<file path="src/rtl/pad_cfg.svh">
// Purpose: constants of the peripheral auto powerdown block
// Assumes: byte addresses on a 32-bit wishbone bus
// Notes:   floppy register offsets are the 3-bit port offsets
`ifndef PAD_CFG_SVH
`define PAD_CFG_SVH
`define PAD_CLK_MHZ          125
`define PAD_FDC_PD_TIME_MS   10
`define PAD_OFS_AUTO_PWR     8'h00
`define PAD_OFS_PAR_CFG      8'h04
`define PAD_OFS_PD_STATUS    8'h08
`define PAD_AUTO_PWR_RESET   8'h00
`define PAD_PAR_CFG_RESET    8'h00
`define PAD_BIT_FDC_AUTO     0
`define PAD_BIT_PAR_AUTO     3
`define PAD_BIT_UART_AUTO_A  4
`define PAD_BIT_UART_AUTO_B  5
`define PAD_BIT_EPP_EN       0
`define PAD_BIT_ECP_EN       1
`define PAD_ECR_LSB          2
`define PAD_FDC_STATUS_A     3'h0
`define PAD_FDC_STATUS_B     3'h1
`define PAD_FDC_DIG_OUT      3'h2
`define PAD_FDC_MAIN_STAT    3'h4
`define PAD_FDC_DATA         3'h5
`define PAD_FDC_DIG_IN       3'h7
`define PAD_DOC_RESET        8'h04
`define PAD_DOC_NRESET_BIT   2
`define PAD_RSC_RESET_BIT    7
`define PAD_MSR_IDLE         8'h80
`endif

</file>
<file path="src/rtl/pad_pkg.sv">
// Purpose: types of the peripheral auto powerdown block
// Assumes: nothing beyond the cfg header
// Notes:   outputs toward the drive travel as one struct
package pad_pkg;
    typedef enum logic [2:0] {
        PAD_ECR_SPP   = 3'h0,
        PAD_ECR_BIDIR = 3'h1,
        PAD_ECR_FIFO  = 3'h2,
        PAD_ECR_ECP   = 3'h3,
        PAD_ECR_EPP   = 3'h4,
        PAD_ECR_RSV   = 3'h5,
        PAD_ECR_TEST  = 3'h6,
        PAD_ECR_CFG   = 3'h7
    } pad_ecr_t;
    typedef enum logic {
        PAD_FDC_AWAKE = 1'b0,
        PAD_FDC_ASLEEP = 1'b1
    } pad_fdc_state_t;
    typedef struct packed {
        logic       motor_on_0;
        logic       drive_select_0;
        logic       write_pulse_out;
        logic       write_gate_out;
        logic       step_direction_out;
        logic       step_pulse_out;
        logic       head_select_out;
        logic [1:0] drive_density_out;
    } pad_drive_t;
    typedef struct packed {
        logic read_pulse_in;
        logic write_protect_in;
        logic track_zero_in;
        logic index_pulse_in;
        logic disk_change_in;
    } pad_sense_t;
endpackage : pad_pkg

</file>
<file path="src/rtl/pad_top.sv">
// Purpose: auto powerdown control of floppy, serial and parallel units
// Assumes: floppy register accesses arrive as one-cycle strobes from the host bus decode
// Notes:   all control bits but the shadowed floppy registers live behind a classic wishbone slave
`timescale 1ns/10ps
`default_nettype none
`include "pad_cfg.svh"
module pad_top
    import pad_pkg::*;
#(
    parameter int unsigned NUM_UART      = 2,
    parameter int unsigned FDC_PD_CYCLES = `PAD_FDC_PD_TIME_MS * 1000 * `PAD_CLK_MHZ
)(
    input  wire logic                clk_i,
    input  wire logic                rst_i,
    input  wire logic                ce_i,
    input  wire logic                wb_cyc_i,
    input  wire logic                wb_stb_i,
    input  wire logic                wb_we_i,
    input  wire logic [7:0]          wb_adr_i,
    input  wire logic [3:0]          wb_sel_i,
    input  wire logic [31:0]         wb_dat_i,
    output logic      [31:0]         wb_dat_o,
    output logic                     wb_ack_o,
    input  wire logic                fdc_acc_i,
    input  wire logic                fdc_we_i,
    input  wire logic [2:0]          fdc_adr_i,
    input  wire logic [7:0]          fdc_wdat_i,
    output logic      [7:0]          fdc_rdat_o,
    input  wire logic [7:0]          fdc_status_a_i,
    input  wire logic [7:0]          fdc_status_b_i,
    input  wire logic [7:0]          fdc_main_status_i,
    input  wire logic [7:0]          fdc_data_i,
    input  wire logic [7:0]          fdc_dig_in_i,
    input  wire logic                fdc_int_i,
    input  wire logic                fdc_unload_done_i,
    output logic      [7:0]          fdc_dig_out_o,
    output logic      [7:0]          fdc_rate_o,
    output logic      [7:0]          fdc_xfer_rate_o,
    output logic                     fdc_wake_o,
    output logic                     fdc_run_o,
    output logic                     fdc_asleep_o,
    input  wire pad_drive_t          drive_core_i,
    output pad_drive_t               drive_o,
    output pad_drive_t               drive_oe_o,
    input  wire pad_sense_t          sense_i,
    output pad_sense_t               sense_o,
    input  wire logic [NUM_UART-1:0] uart_tx_write_i,
    input  wire logic [NUM_UART-1:0] uart_thr_empty_i,
    input  wire logic [NUM_UART-1:0] uart_tsr_empty_i,
    input  wire logic [NUM_UART-1:0] uart_rx_fifo_empty_i,
    input  wire logic [NUM_UART-1:0] uart_rx_idle_i,
    input  wire logic [NUM_UART-1:0] serial_receive_input_i,
    input  wire logic [NUM_UART-1:0] ring_indicator_i,
    output logic      [NUM_UART-1:0] uart_tx_asleep_o,
    output logic      [NUM_UART-1:0] uart_rx_asleep_o,
    output logic      [NUM_UART-1:0] ring_change_o,
    output logic                     epp_asleep_o,
    output logic                     ecp_asleep_o
);
    localparam int unsigned TW = $clog2(FDC_PD_CYCLES + 1);

    // floppy register access decode
    function automatic logic fdc_waking(input logic we, input logic [2:0] adr, input logic [7:0] d);
        logic w;
        w = 1'b0;
        if (adr == `PAD_FDC_DATA)
            w = 1'b1;
        else if (adr == `PAD_FDC_MAIN_STAT)
            w = !we || d[`PAD_RSC_RESET_BIT];
        else if (adr == `PAD_FDC_DIG_OUT)
            w = we && ((d[7:4] != 4'h0) || !d[`PAD_DOC_NRESET_BIT]);
        return w;
    endfunction : fdc_waking

    logic [7:0]     auto_power_control_q;
    logic [7:0]     par_cfg_q;
    logic [7:0]     dig_out_q;
    logic [7:0]     rate_q;
    logic [7:0]     xfer_rate_q;
    pad_fdc_state_t fdc_state_q;
    pad_fdc_state_t fdc_state_d;
    logic [TW-1:0]  fdc_timer_q;
    logic [TW-1:0]  fdc_timer_d;
    logic           ack_q;
    logic [31:0]    rdat_q;
    logic [NUM_UART-1:0] tx_pd_q;
    logic [NUM_UART-1:0] rx_pd_q;
    logic [NUM_UART-1:0] rxd_prev_q;
    logic [NUM_UART-1:0] ri_prev_q;
    logic [NUM_UART-1:0] ri_chg_q;
    logic           epp_pd_q;
    logic           ecp_pd_q;

    wire logic        wb_req      = wb_cyc_i && wb_stb_i && !ack_q;
    wire logic        wb_wr       = wb_req && wb_we_i && wb_sel_i[0];
    wire logic        sel_auto    = (wb_adr_i == `PAD_OFS_AUTO_PWR);
    wire logic        sel_par     = (wb_adr_i == `PAD_OFS_PAR_CFG);
    wire logic        sel_stat    = (wb_adr_i == `PAD_OFS_PD_STATUS);
    wire logic        fdc_en      = auto_power_control_q[`PAD_BIT_FDC_AUTO];
    wire logic        uart_en     = auto_power_control_q[`PAD_BIT_UART_AUTO_A]
                                    && auto_power_control_q[`PAD_BIT_UART_AUTO_B];
    wire logic        par_en      = auto_power_control_q[`PAD_BIT_PAR_AUTO];
    wire logic        epp_cfg     = par_cfg_q[`PAD_BIT_EPP_EN];
    wire logic        ecp_cfg     = par_cfg_q[`PAD_BIT_ECP_EN];
    wire pad_ecr_t    ecr_mode    = pad_ecr_t'(par_cfg_q[`PAD_ECR_LSB +: 3]);
    wire logic        fdc_wake    = fdc_acc_i && fdc_waking(fdc_we_i, fdc_adr_i, fdc_wdat_i);
    wire logic        fdc_wr      = fdc_acc_i && fdc_we_i;
    wire logic        fdc_idle    = (dig_out_q[7:4] == 4'h0) && (fdc_main_status_i == `PAD_MSR_IDLE)
                                    && !fdc_int_i && fdc_unload_done_i;
    wire logic        fdc_timeout = (fdc_timer_q == TW'(FDC_PD_CYCLES));
    wire logic        fdc_asleep  = (fdc_state_q == PAD_FDC_ASLEEP);
    wire logic        ecr_epp     = (ecr_mode == PAD_ECR_EPP);
    wire logic        ecr_compat  = (ecr_mode == PAD_ECR_SPP) || (ecr_mode == PAD_ECR_BIDIR) || ecr_epp;
    wire logic        epp_pd_d    = par_en && (!epp_cfg || (ecp_cfg && !ecr_epp));
    wire logic        ecp_pd_d    = par_en && (!ecp_cfg || ecr_compat);
    wire logic [31:0] status_word = {21'h0, ecp_pd_q, epp_pd_q, |rx_pd_q, |tx_pd_q, 6'h0, fdc_asleep};
    wire logic [31:0] rdat_d      = sel_auto ? {24'h0, auto_power_control_q} :
                                    sel_par  ? {24'h0, par_cfg_q} :
                                    sel_stat ? status_word : 32'h0;

    // wishbone slave, one wait state; unmapped reads give zero
    always_ff @(posedge clk_i)
    begin
        if (rst_i)
        begin
            ack_q  <= 1'b0;
            rdat_q <= 32'h0;
        end
        else if (ce_i)
        begin
            ack_q  <= wb_req;
            rdat_q <= rdat_d;
        end
    end

    always_ff @(posedge clk_i)
    begin
        if (rst_i)
        begin
            auto_power_control_q <= `PAD_AUTO_PWR_RESET;
            par_cfg_q            <= `PAD_PAR_CFG_RESET;
        end
        else if (ce_i && wb_wr)
        begin
            if (sel_auto)
                auto_power_control_q <= wb_dat_i[7:0];
            if (sel_par)
                par_cfg_q <= wb_dat_i[7:0];
        end
    end

    // shadowed floppy control registers; stored even while asleep
    always_ff @(posedge clk_i)
    begin
        if (rst_i)
        begin
            dig_out_q   <= `PAD_DOC_RESET;
            rate_q      <= 8'h0;
            xfer_rate_q <= 8'h0;
        end
        else if (ce_i && fdc_wr)
        begin
            if (fdc_adr_i == `PAD_FDC_DIG_OUT)
                dig_out_q <= fdc_wdat_i;
            if (fdc_adr_i == `PAD_FDC_MAIN_STAT)
                rate_q <= fdc_wdat_i;
            if (fdc_adr_i == `PAD_FDC_DIG_IN)
                xfer_rate_q <= fdc_wdat_i;
        end
    end

    // floppy powerdown state and timer
    always_comb
    begin
        fdc_state_d = fdc_state_q;
        fdc_timer_d = fdc_timer_q;
        unique case (fdc_state_q)
            PAD_FDC_AWAKE:
            begin
                if (!fdc_en || fdc_wake)
                    fdc_timer_d = '0;
                else if (!fdc_timeout)
                    fdc_timer_d = fdc_timer_q + TW'(1);
                else if (fdc_idle)
                    fdc_state_d = PAD_FDC_ASLEEP;
            end
            PAD_FDC_ASLEEP:
            begin
                if (!fdc_en || fdc_wake)
                begin
                    fdc_state_d = PAD_FDC_AWAKE;
                    fdc_timer_d = '0;
                end
            end
        endcase
    end

    always_ff @(posedge clk_i)
    begin
        if (rst_i)
        begin
            fdc_state_q <= PAD_FDC_AWAKE;
            fdc_timer_q <= '0;
        end
        else if (ce_i)
        begin
            fdc_state_q <= fdc_state_d;
            fdc_timer_q <= fdc_timer_d;
        end
    end

    // live read path: status never depends on the sleep state
    always_comb
    begin
        unique case (fdc_adr_i)
            `PAD_FDC_STATUS_A:  fdc_rdat_o = fdc_status_a_i;
            `PAD_FDC_STATUS_B:  fdc_rdat_o = fdc_status_b_i;
            `PAD_FDC_DIG_OUT:   fdc_rdat_o = dig_out_q;
            `PAD_FDC_MAIN_STAT: fdc_rdat_o = fdc_main_status_i;
            `PAD_FDC_DATA:      fdc_rdat_o = fdc_data_i;
            `PAD_FDC_DIG_IN:    fdc_rdat_o = fdc_dig_in_i;
            default:            fdc_rdat_o = 8'h0;
        endcase
    end

    // core clocks only for the cycle of a non-waking access, then drops back
    assign fdc_run_o       = !fdc_asleep || fdc_acc_i;
    assign fdc_wake_o      = fdc_asleep && fdc_wake;
    assign fdc_asleep_o    = fdc_asleep;
    assign fdc_dig_out_o   = dig_out_q;
    assign fdc_rate_o      = rate_q;
    assign fdc_xfer_rate_o = xfer_rate_q;
    // bus pins are not gated by the powerdown state at all
    assign wb_ack_o        = ack_q;
    assign wb_dat_o        = rdat_q;

    // drive pins: write path and selection float asleep, head positioning stays driven
    assign drive_o    = drive_core_i;
    assign drive_oe_o = '{motor_on_0:         !fdc_asleep,
                          drive_select_0:     !fdc_asleep,
                          write_pulse_out:    !fdc_asleep,
                          write_gate_out:     !fdc_asleep,
                          step_direction_out: 1'b1,
                          step_pulse_out:     1'b1,
                          head_select_out:    1'b1,
                          drive_density_out:  2'b11};
    assign sense_o    = sense_i;

    // serial ports
    generate
        for (genvar u = 0; u < NUM_UART; u++)
        begin : g_uart
            wire logic rxd_edge = serial_receive_input_i[u] != rxd_prev_q[u];
            always_ff @(posedge clk_i)
            begin
                if (rst_i)
                begin
                    tx_pd_q[u]    <= 1'b0;
                    rx_pd_q[u]    <= 1'b0;
                    rxd_prev_q[u] <= 1'b1;
                    ri_prev_q[u]  <= 1'b0;
                    ri_chg_q[u]   <= 1'b0;
                end
                else if (ce_i)
                begin
                    // a write wins over the empty condition in the same cycle
                    tx_pd_q[u]    <= uart_en && !uart_tx_write_i[u]
                                     && uart_thr_empty_i[u] && uart_tsr_empty_i[u];
                    rx_pd_q[u]    <= uart_en && !rxd_edge
                                     && uart_rx_fifo_empty_i[u] && uart_rx_idle_i[u];
                    rxd_prev_q[u] <= serial_receive_input_i[u];
                    ri_prev_q[u]  <= ring_indicator_i[u];
                    ri_chg_q[u]   <= ring_indicator_i[u] != ri_prev_q[u];
                end
            end
        end
    endgenerate

    assign uart_tx_asleep_o = tx_pd_q;
    assign uart_rx_asleep_o = rx_pd_q;
    assign ring_change_o    = ri_chg_q;

    always_ff @(posedge clk_i)
    begin
        if (rst_i)
        begin
            epp_pd_q <= 1'b0;
            ecp_pd_q <= 1'b0;
        end
        else if (ce_i)
        begin
            epp_pd_q <= epp_pd_d;
            ecp_pd_q <= ecp_pd_d;
        end
    end

    assign epp_asleep_o = epp_pd_q;
    assign ecp_asleep_o = ecp_pd_q;

    nowake_reads_a: assert property (@(posedge clk_i) disable iff (rst_i)
        ce_i && fdc_asleep && fdc_en && fdc_acc_i && !fdc_we_i
        && (fdc_adr_i inside {`PAD_FDC_STATUS_A, `PAD_FDC_STATUS_B, `PAD_FDC_DIG_IN}) |=> fdc_asleep)
        else $error("status read woke the floppy unit");

    live_status_a: assert property (@(posedge clk_i) disable iff (rst_i)
        fdc_adr_i == `PAD_FDC_STATUS_B |-> fdc_rdat_o == fdc_status_b_i)
        else $error("status b read is not live");

    run_drops_a: assert property (@(posedge clk_i) disable iff (rst_i)
        fdc_asleep && !fdc_acc_i |-> !fdc_run_o)
        else $error("floppy core runs while asleep and idle");

    msr_wakes_a: assert property (@(posedge clk_i) disable iff (rst_i)
        ce_i && fdc_acc_i && !fdc_we_i && fdc_adr_i == `PAD_FDC_MAIN_STAT |=> !fdc_asleep && fdc_timer_q == '0)
        else $error("main status read did not wake");

    dor_motor_a: assert property (@(posedge clk_i) disable iff (rst_i)
        ce_i && fdc_asleep && fdc_wr && fdc_adr_i == `PAD_FDC_DIG_OUT
        && fdc_wdat_i[7:4] == 4'h0 && fdc_wdat_i[`PAD_DOC_NRESET_BIT] && fdc_en |=> fdc_asleep)
        else $error("plain output control write woke the unit");

    pins_float_a: assert property (@(posedge clk_i) disable iff (rst_i)
        fdc_asleep |-> !drive_oe_o.motor_on_0 && !drive_oe_o.write_gate_out && drive_oe_o.step_pulse_out)
        else $error("drive pin enables wrong while asleep");

    uart_gate_a: assert property (@(posedge clk_i) disable iff (rst_i)
        !auto_power_control_q[`PAD_BIT_UART_AUTO_B] && ce_i |=> tx_pd_q == '0 && rx_pd_q == '0)
        else $error("serial slept without both enable bits");

    tx_wake_a: assert property (@(posedge clk_i) disable iff (rst_i)
        ce_i && uart_tx_write_i[0] |=> !tx_pd_q[0])
        else $error("transmitter asleep after buffer write");

    sleep_late_a: assert property (@(posedge clk_i) disable iff (rst_i)
        $rose(fdc_asleep) |-> $past(fdc_timeout) && $past(fdc_en))
        else $error("floppy slept before its timer ran out");

    ecp_off_a: assert property (@(posedge clk_i) disable iff (rst_i)
        ce_i && par_en && ecr_mode == PAD_ECR_EPP |=> ecp_pd_q)
        else $error("ecp logic awake in epp mode");
endmodule : pad_top
`default_nettype wire

</file>
<file path="config.mk">
export PLATFORM = sky130hd
export DESIGN_NAME = pad_top
export DESIGN_NICKNAME = d
export VERILOG_FILES = /design/src/rtl/pad_pkg.sv /design/src/rtl/pad_top.sv
export VERILOG_INCLUDE_DIRS = /design/src /design/src/rtl
export SDC_FILE = /design/constraint.sdc
export NUM_CORES = 1
export LEC_CHECK = 0
export ABC_AREA = 1
export BUFFER_PORTS_ARGS = -buffer_cell sky130_fd_sc_hd__buf_2
export CAP_MARGIN = 0
export CORE_MARGIN = 2
export CORE_UTILIZATION = 47
export DETAILED_ROUTE_END_ITERATION = 8
export PLACE_DENSITY = 0.81
export SETUP_SLACK_MARGIN = 0.05
export SKIP_LAST_GASP = 1
export SLEW_MARGIN = 0
export SYNTH_ARGS = -nofsm -noshare
export SYNTH_HDL_FRONTEND = slang
export SYNTH_SLANG_ARGS = --single-unit
export TNS_END_PERCENT = 50
</file>
<file path="constraint.sdc">
create_clock -name clk_i -period 1.8 [get_ports clk_i]
set_input_delay 0.36 -clock clk_i [delete_from_list [all_inputs] [get_ports clk_i]]
set_output_delay 0.36 -clock clk_i [all_outputs]
set_load 0.05 [all_outputs]
</file>
Word-level counts from Yosys, hierarchy flattened:

Cells that the tools add are included.

* add/subtract/negate cells: 1
* equality and inequality tests: 17
* bitwise gates (word level): 1
* multiplexer cells: 16
* reductions and logical operators: 63

Operators with widths (number)
* two-way mux 21 bit: 3
* one-hot mux 8 bit (6 select lines): 1
* one-hot mux 21 bit (2 select lines): 1
* two-way mux 11 bit: 3
* logical AND 1 bit: 29
* adder 21 x 1 -> 21 bit, second input constant: 1
* equality test 21 bit, second input constant: 1
* zero test 1 bit: 13
* equality test 3 bit, second input constant: 4
* AND reduction 2 bit: 5
* equality test 8 x 3 -> 1 bit, second input constant: 1
* equality test 8 x 4 -> 1 bit, second input constant: 1
* equality test 8 bit, second input constant: 1
* zero test 8 bit: 1
* logical OR 1 bit: 8
* two-way mux 1 bit: 7
* equality test 3 x 1 -> 1 bit, second input constant: 2
* zero test 3 bit: 2
* zero test 4 bit: 1
* != test 1 bit: 4
* nonzero test 4 bit: 1
* OR reduction 2 bit: 2
* equality test 3 x 2 -> 1 bit, second input constant: 1
* != test 3 bit, second input constant: 1
* other kinds (4): 4

* bits of input ports: 133
* logic and storage cells: 119
* flip-flop bits (word level): 107
* output and inout port bits: 99

Longest topological paths before layout:

* word-level depth: 10
* depth in mapped cells: 14
* gate-level depth less buffers: 13

Worst setup path after synthesis:

Ideal clock, no wire load.

* path type: reg-to-output
* start point: reg fdc_state_q (netlist: fdc_asleep_o)
* end point: out fdc_wake_o
* required time: 1.440 ns
* arrival time: 2.318 ns
* path slack: -0.878 ns
* cell stages (with the launch flop): 3
* buffers on the path: 0
* cell sequence: dfxtp_1 > clkinv_1 > nor2_1

* longest elaborated chain between the ends: 1

Ends and longest elaborated chain
* start, declared: line pad_top.sv:80 `pad_fdc_state_t fdc_state_q;`
* start signal, assigned: line pad_top.sv:207 `fdc_state_q <= fdc_state_d;`
* logical AND 1 bit: line pad_top.sv:228 `assign fdc_wake_o = fdc_asleep && fdc_wake;`
* end, declared: line pad_top.sv:39 `output logic fdc_wake_o,`

No other way between the ends.

Worst setup path after layout:

* start point: in fdc_adr_i[2]
* end point: out fdc_rdat_o[6]

* longest elaborated chain between the ends: 2
* elaborated cells on any way between the ends: 7
* those cells by class: 5 x eq/ne; 1 x mux; 1 x reduce/logical

Ends and longest elaborated chain
* start, declared: line pad_top.sv:26 `input wire logic [2:0] fdc_adr_i,`
* equality test 3 bit (tied with other cells): line pad_top.sv:215 `unique case (fdc_adr_i)`
* one-hot mux 8 bit (6 select lines) *: line pad_top.sv:215
* end, declared: line pad_top.sv:28 `output logic [7:0] fdc_rdat_o,`

Every way passes the cells marked *; elsewhere a longest branch is shown, timed or not.

==> results.yml <==
run_status:
  outcome: "complete, no violations"
place:
  post_dp_cell_area_um2: 5708
  gp_congestion: 0.8683
  place_inst: 994
  numPortBuffers: 150
  dp_hpwl_um: 10020
  dp_slack_ns: -0.09259
logic_synthesis:
  synth_simple_gate_area_share_pct: 31.60
  synthMuxAreaShare_pct: 0
  synth_area_per_cell_um2: 6.754
  yosys_warnings: 0
  synth.distinct_cells: 42
  syn_inst: 714
  syn_area_um2: 4822
  synth_compound_area_share_pct: 14.89
  synth_seq_cells: 86
  yosysSeqAreaShare_pct: 35.70
  synthXorXnorAreaFrac_pct: 2.361
  synth_fa_ha_area_share_pct: 0.5189
  synth_top_family_by_area: "simple AND/OR/NAND/NOR gates"
clock_tree:
  clock-root-buffer: "clkbuf_8"
  clock_latency_ns: 0.36
  clockBufferDepth: 2
  clock_sinks: 86
  tritoncts: "yes"
  numCtsBuffers: 9
  hold_buffers: 0
  cts.htree.levels: 3
  clk_pin_slew_ns: 0.10
route:
  viasPerCell: 4.969
  drt_first_pass_iters: 5
  wl_per_cell_um: 13.16
  drt.antenna.violating_nets: 0
  wl_um: 13350
  drc: 0
  num_vias: 5039
  drt_iter0_drc: 221
layout:
  final-instance-count-excl-fill: 1014
  fillers: 934
  drive_gt1_share_pct: 28.83
  area_growth_pct: 26.31
  fin_util_pct: 61.75
  nNetsFinal: 1011
  diodes: 0
  final_cell_mix: "buf_2, nor2_1, nand2_1, dfxtp_1"
  design_area_um2: 6091
  final_common_cell: "buf_2"
grt:
  grt_pass1_wl_um: 21900
  antenna_found_initial: 0
  grt_pass1_vias: 4789
  grt_max_degree: 41
  track_usage_pct: 23.98
  grt.overflow.total: 0
power:
  vdd_drop_max_uv: 414.5
  p_int_mw: 2.764
  power_switching_mw: 1.339
  seqPwrFrac_pct: 48.2
  p_sw_share_pct: 32.63
  powerDensity_nw_per_um2: 673.6
  p_clk_share_pct: 32.6
  p_leak_nw: 2.890
  combPwrFrac_pct: 19.3
job:
  cap_violations: 0
worst_setup_path:
  crit_chain: "buf_6 -> buf_4 -> nand2_2 -> inv_2 -> nand2_1 -> nand2_1 -> a221oi_2 -> nand3_1 -> buf_6"
  startpoint_type: "input port"
  worstPathRequired_ns: 1.44
  worstSetupPathType: "input port to output pin"
  crit_family: "buffers and inverters"
  path_buf_inv: 4
  arrival_ns: 1.35
  crit_fanout: 4
  critPathCaptureType: "output pin"
  cp_slowest_cell: "a221oi_2"
  critPathMaxStageDelay_ns: 0.17
floorplanning:
  top_level_ports: 232
  start_util_pct: 48.88
  die_width_um: 105.3
  dieHeight_um: 105.3
  row_count: 36
  core_area_um2: 9864
  die-area_um2: 11090
sta:
  finalWorstSetupSlack_ns: 0.09462
  rsz0062_at_grt: "yes"
  slew_viol_final: 0
  hold_viol_final: 0
  fin_crit_ns: 1.705
  setup_viol: 0
  final.period_utilization_pct: 94.74
  clock_skew_ns: 0.01142
  max_freq_mhz: 586.4
worst_hold_path:
  min_path_type: "input port to register"
layout make-up:
class	instances	area [um2]	share of cell area, %
Multi-Input combinational cell	514	2557	41.99
Sequential cell	86	1728	28.37
Timing Repair Buffer	190	1147	18.84
Inverter	75	301.5	4.951
Tap cell	133	166.4	2.732
Clock buffer	10	137.6	2.260
Clock inverter	6	52.55	0.8628
cells in the mapped netlist:
cell,number,area [um2]
o211ai_1,6,45.04
xnor2_1,6,52.55
inv_2,5,18.77
o21ai_0,68,340.3
nor2_4,2,22.52
dfxtp_1,86,1722
conb_1,2,7.510
nor3_4,1,16.27
o21bai_1,1,7.510
nand3_4,1,17.52
nand4_1,14,87.58
nand3b_1,2,15.01
clkbuf_1,12,45.04
nand2_4,4,45.04
or2_1,1,6.260
nor2_2,5,31.28
buf_1,2,7.510
o21ai_1,8,40.04
buf_6,4,45.04
nor4_1,3,18.77
nand3_2,3,30.03
buf_4,43,322.8
a221oi_1,2,17.52
nor4_4,1,21.27
nor3b_1,1,7.510
nand3_1,38,190.2
nand2_2,2,12.51
nor2_1,138,518.0
clkinv_1,2,7.510
nor4_2,1,12.51
inv_1,68,255.2
a21oi_1,32,160.2
a31oi_1,1,6.260
xor2_1,7,61.31
nand2_1,123,461.7
a22oi_1,6,45.04
a21boi_0,1,7.510
a21o_1,3,22.52
buf_2,2,10.01
nor3_1,2,10.01
ha_1,2,25.02
o2111ai_1,3,26.28
power groups by stage:
stage / combinational (mW) / clock (mW) / sequential, mW
after floorplan: 0.542 / 0 / 2.09
after global placement: 0.726 / 0 / 2.02
after detailed placement: 0.735 / 0 / 2.02
after CTS: 0.756 / 1.36 / 1.98
after global routing: 0.849 / 1.44 / 1.98
final: 0.791 / 1.34 / 1.98
metrics by stage:
| step | hold slack, ns | TNS (ns) | power [mW] |
|---|---|---|---|
| global route | 0.2306 | 0 | 4.271 |
| global placement | 0.4527 | -0.4126 | 2.744 |
| floorplan | 0.4390 | 0 | 2.633 |
| detailed placement | 0.4552 | -0.5494 | 2.755 |
| finish | 0.2290 | 0 | 4.103 |
| CTS | 0.2235 | 0 | 4.090 |
flip-flops by register name, indices dropped and copies added (netlist names):
| register | cells |
|---|---|
| ri_prev_q | 2 |
| fdc_xfer_rate_o | 8 |
| auto_power_control_q | 8 |
| epp_asleep_o | 1 |
| wb_ack_o | 1 |
| fdc_asleep_o | 1 |
| ring_change_o | 2 |
| par_cfg_q | 8 |
| uart_rx_asleep_o | 2 |
| ecp_asleep_o | 1 |
| rxd_prev_q | 2 |
| fdc_timer_q | 21 |
| uart_tx_asleep_o | 2 |
| wb_dat_o | 11 |
| fdc_dig_out_o | 8 |
| fdc_rate_o | 8 |
worst paths after layout:
kind | slack, ns | from | to | depth (start not counted)
worst max-delay path | 0.09 | fdc_adr_i[2] | fdc_rdat_o[6] | 9
worst min-delay path | 0.23 | serial_receive_input_i[1] | rxd_prev_q[1] | 3
worst max register to register | 0.16 | fdc_timer_q[0] | fdc_timer_q[13] | 10
worst min register to register | 0.47 | par_cfg_q[0] | par_cfg_q[0] | 2
worst min-delay path: cells and delay by family:
family | cells | cell delay, ns
simple gates | 2 | 0.11
buf+inv | 1 | 0.09
routing by layer:
layer | GRT usage [%] | up-vias | part of all wire (%)
met5 | 0 | - | 0
met4 | 6.571 | 0 | 1.5
met3 | 5.133 | 17 | 5.7
met2 | 41.94 | 146 | 50
met1 | 29.68 | 2304 | 43
li1 | - | 2572 | -
kinds of logic after synthesis:
group	Yosys count
AND/OR/NAND/NOR	342
buffers and inverters	138
AO/OA/AOI/OAI	131
flip-flops	86
XOR/XNOR	13
adder cells (fa/ha/maj)	2
other	2
timing repair:
action / CTS / global route
setup buffers: 0 / 4
gates resized for setup: 17 / 44
pin swaps: 2 / 13
endpoints found under the setup margin: 9 / 30
Note: power is estimated with default switching activity, not from simulation.
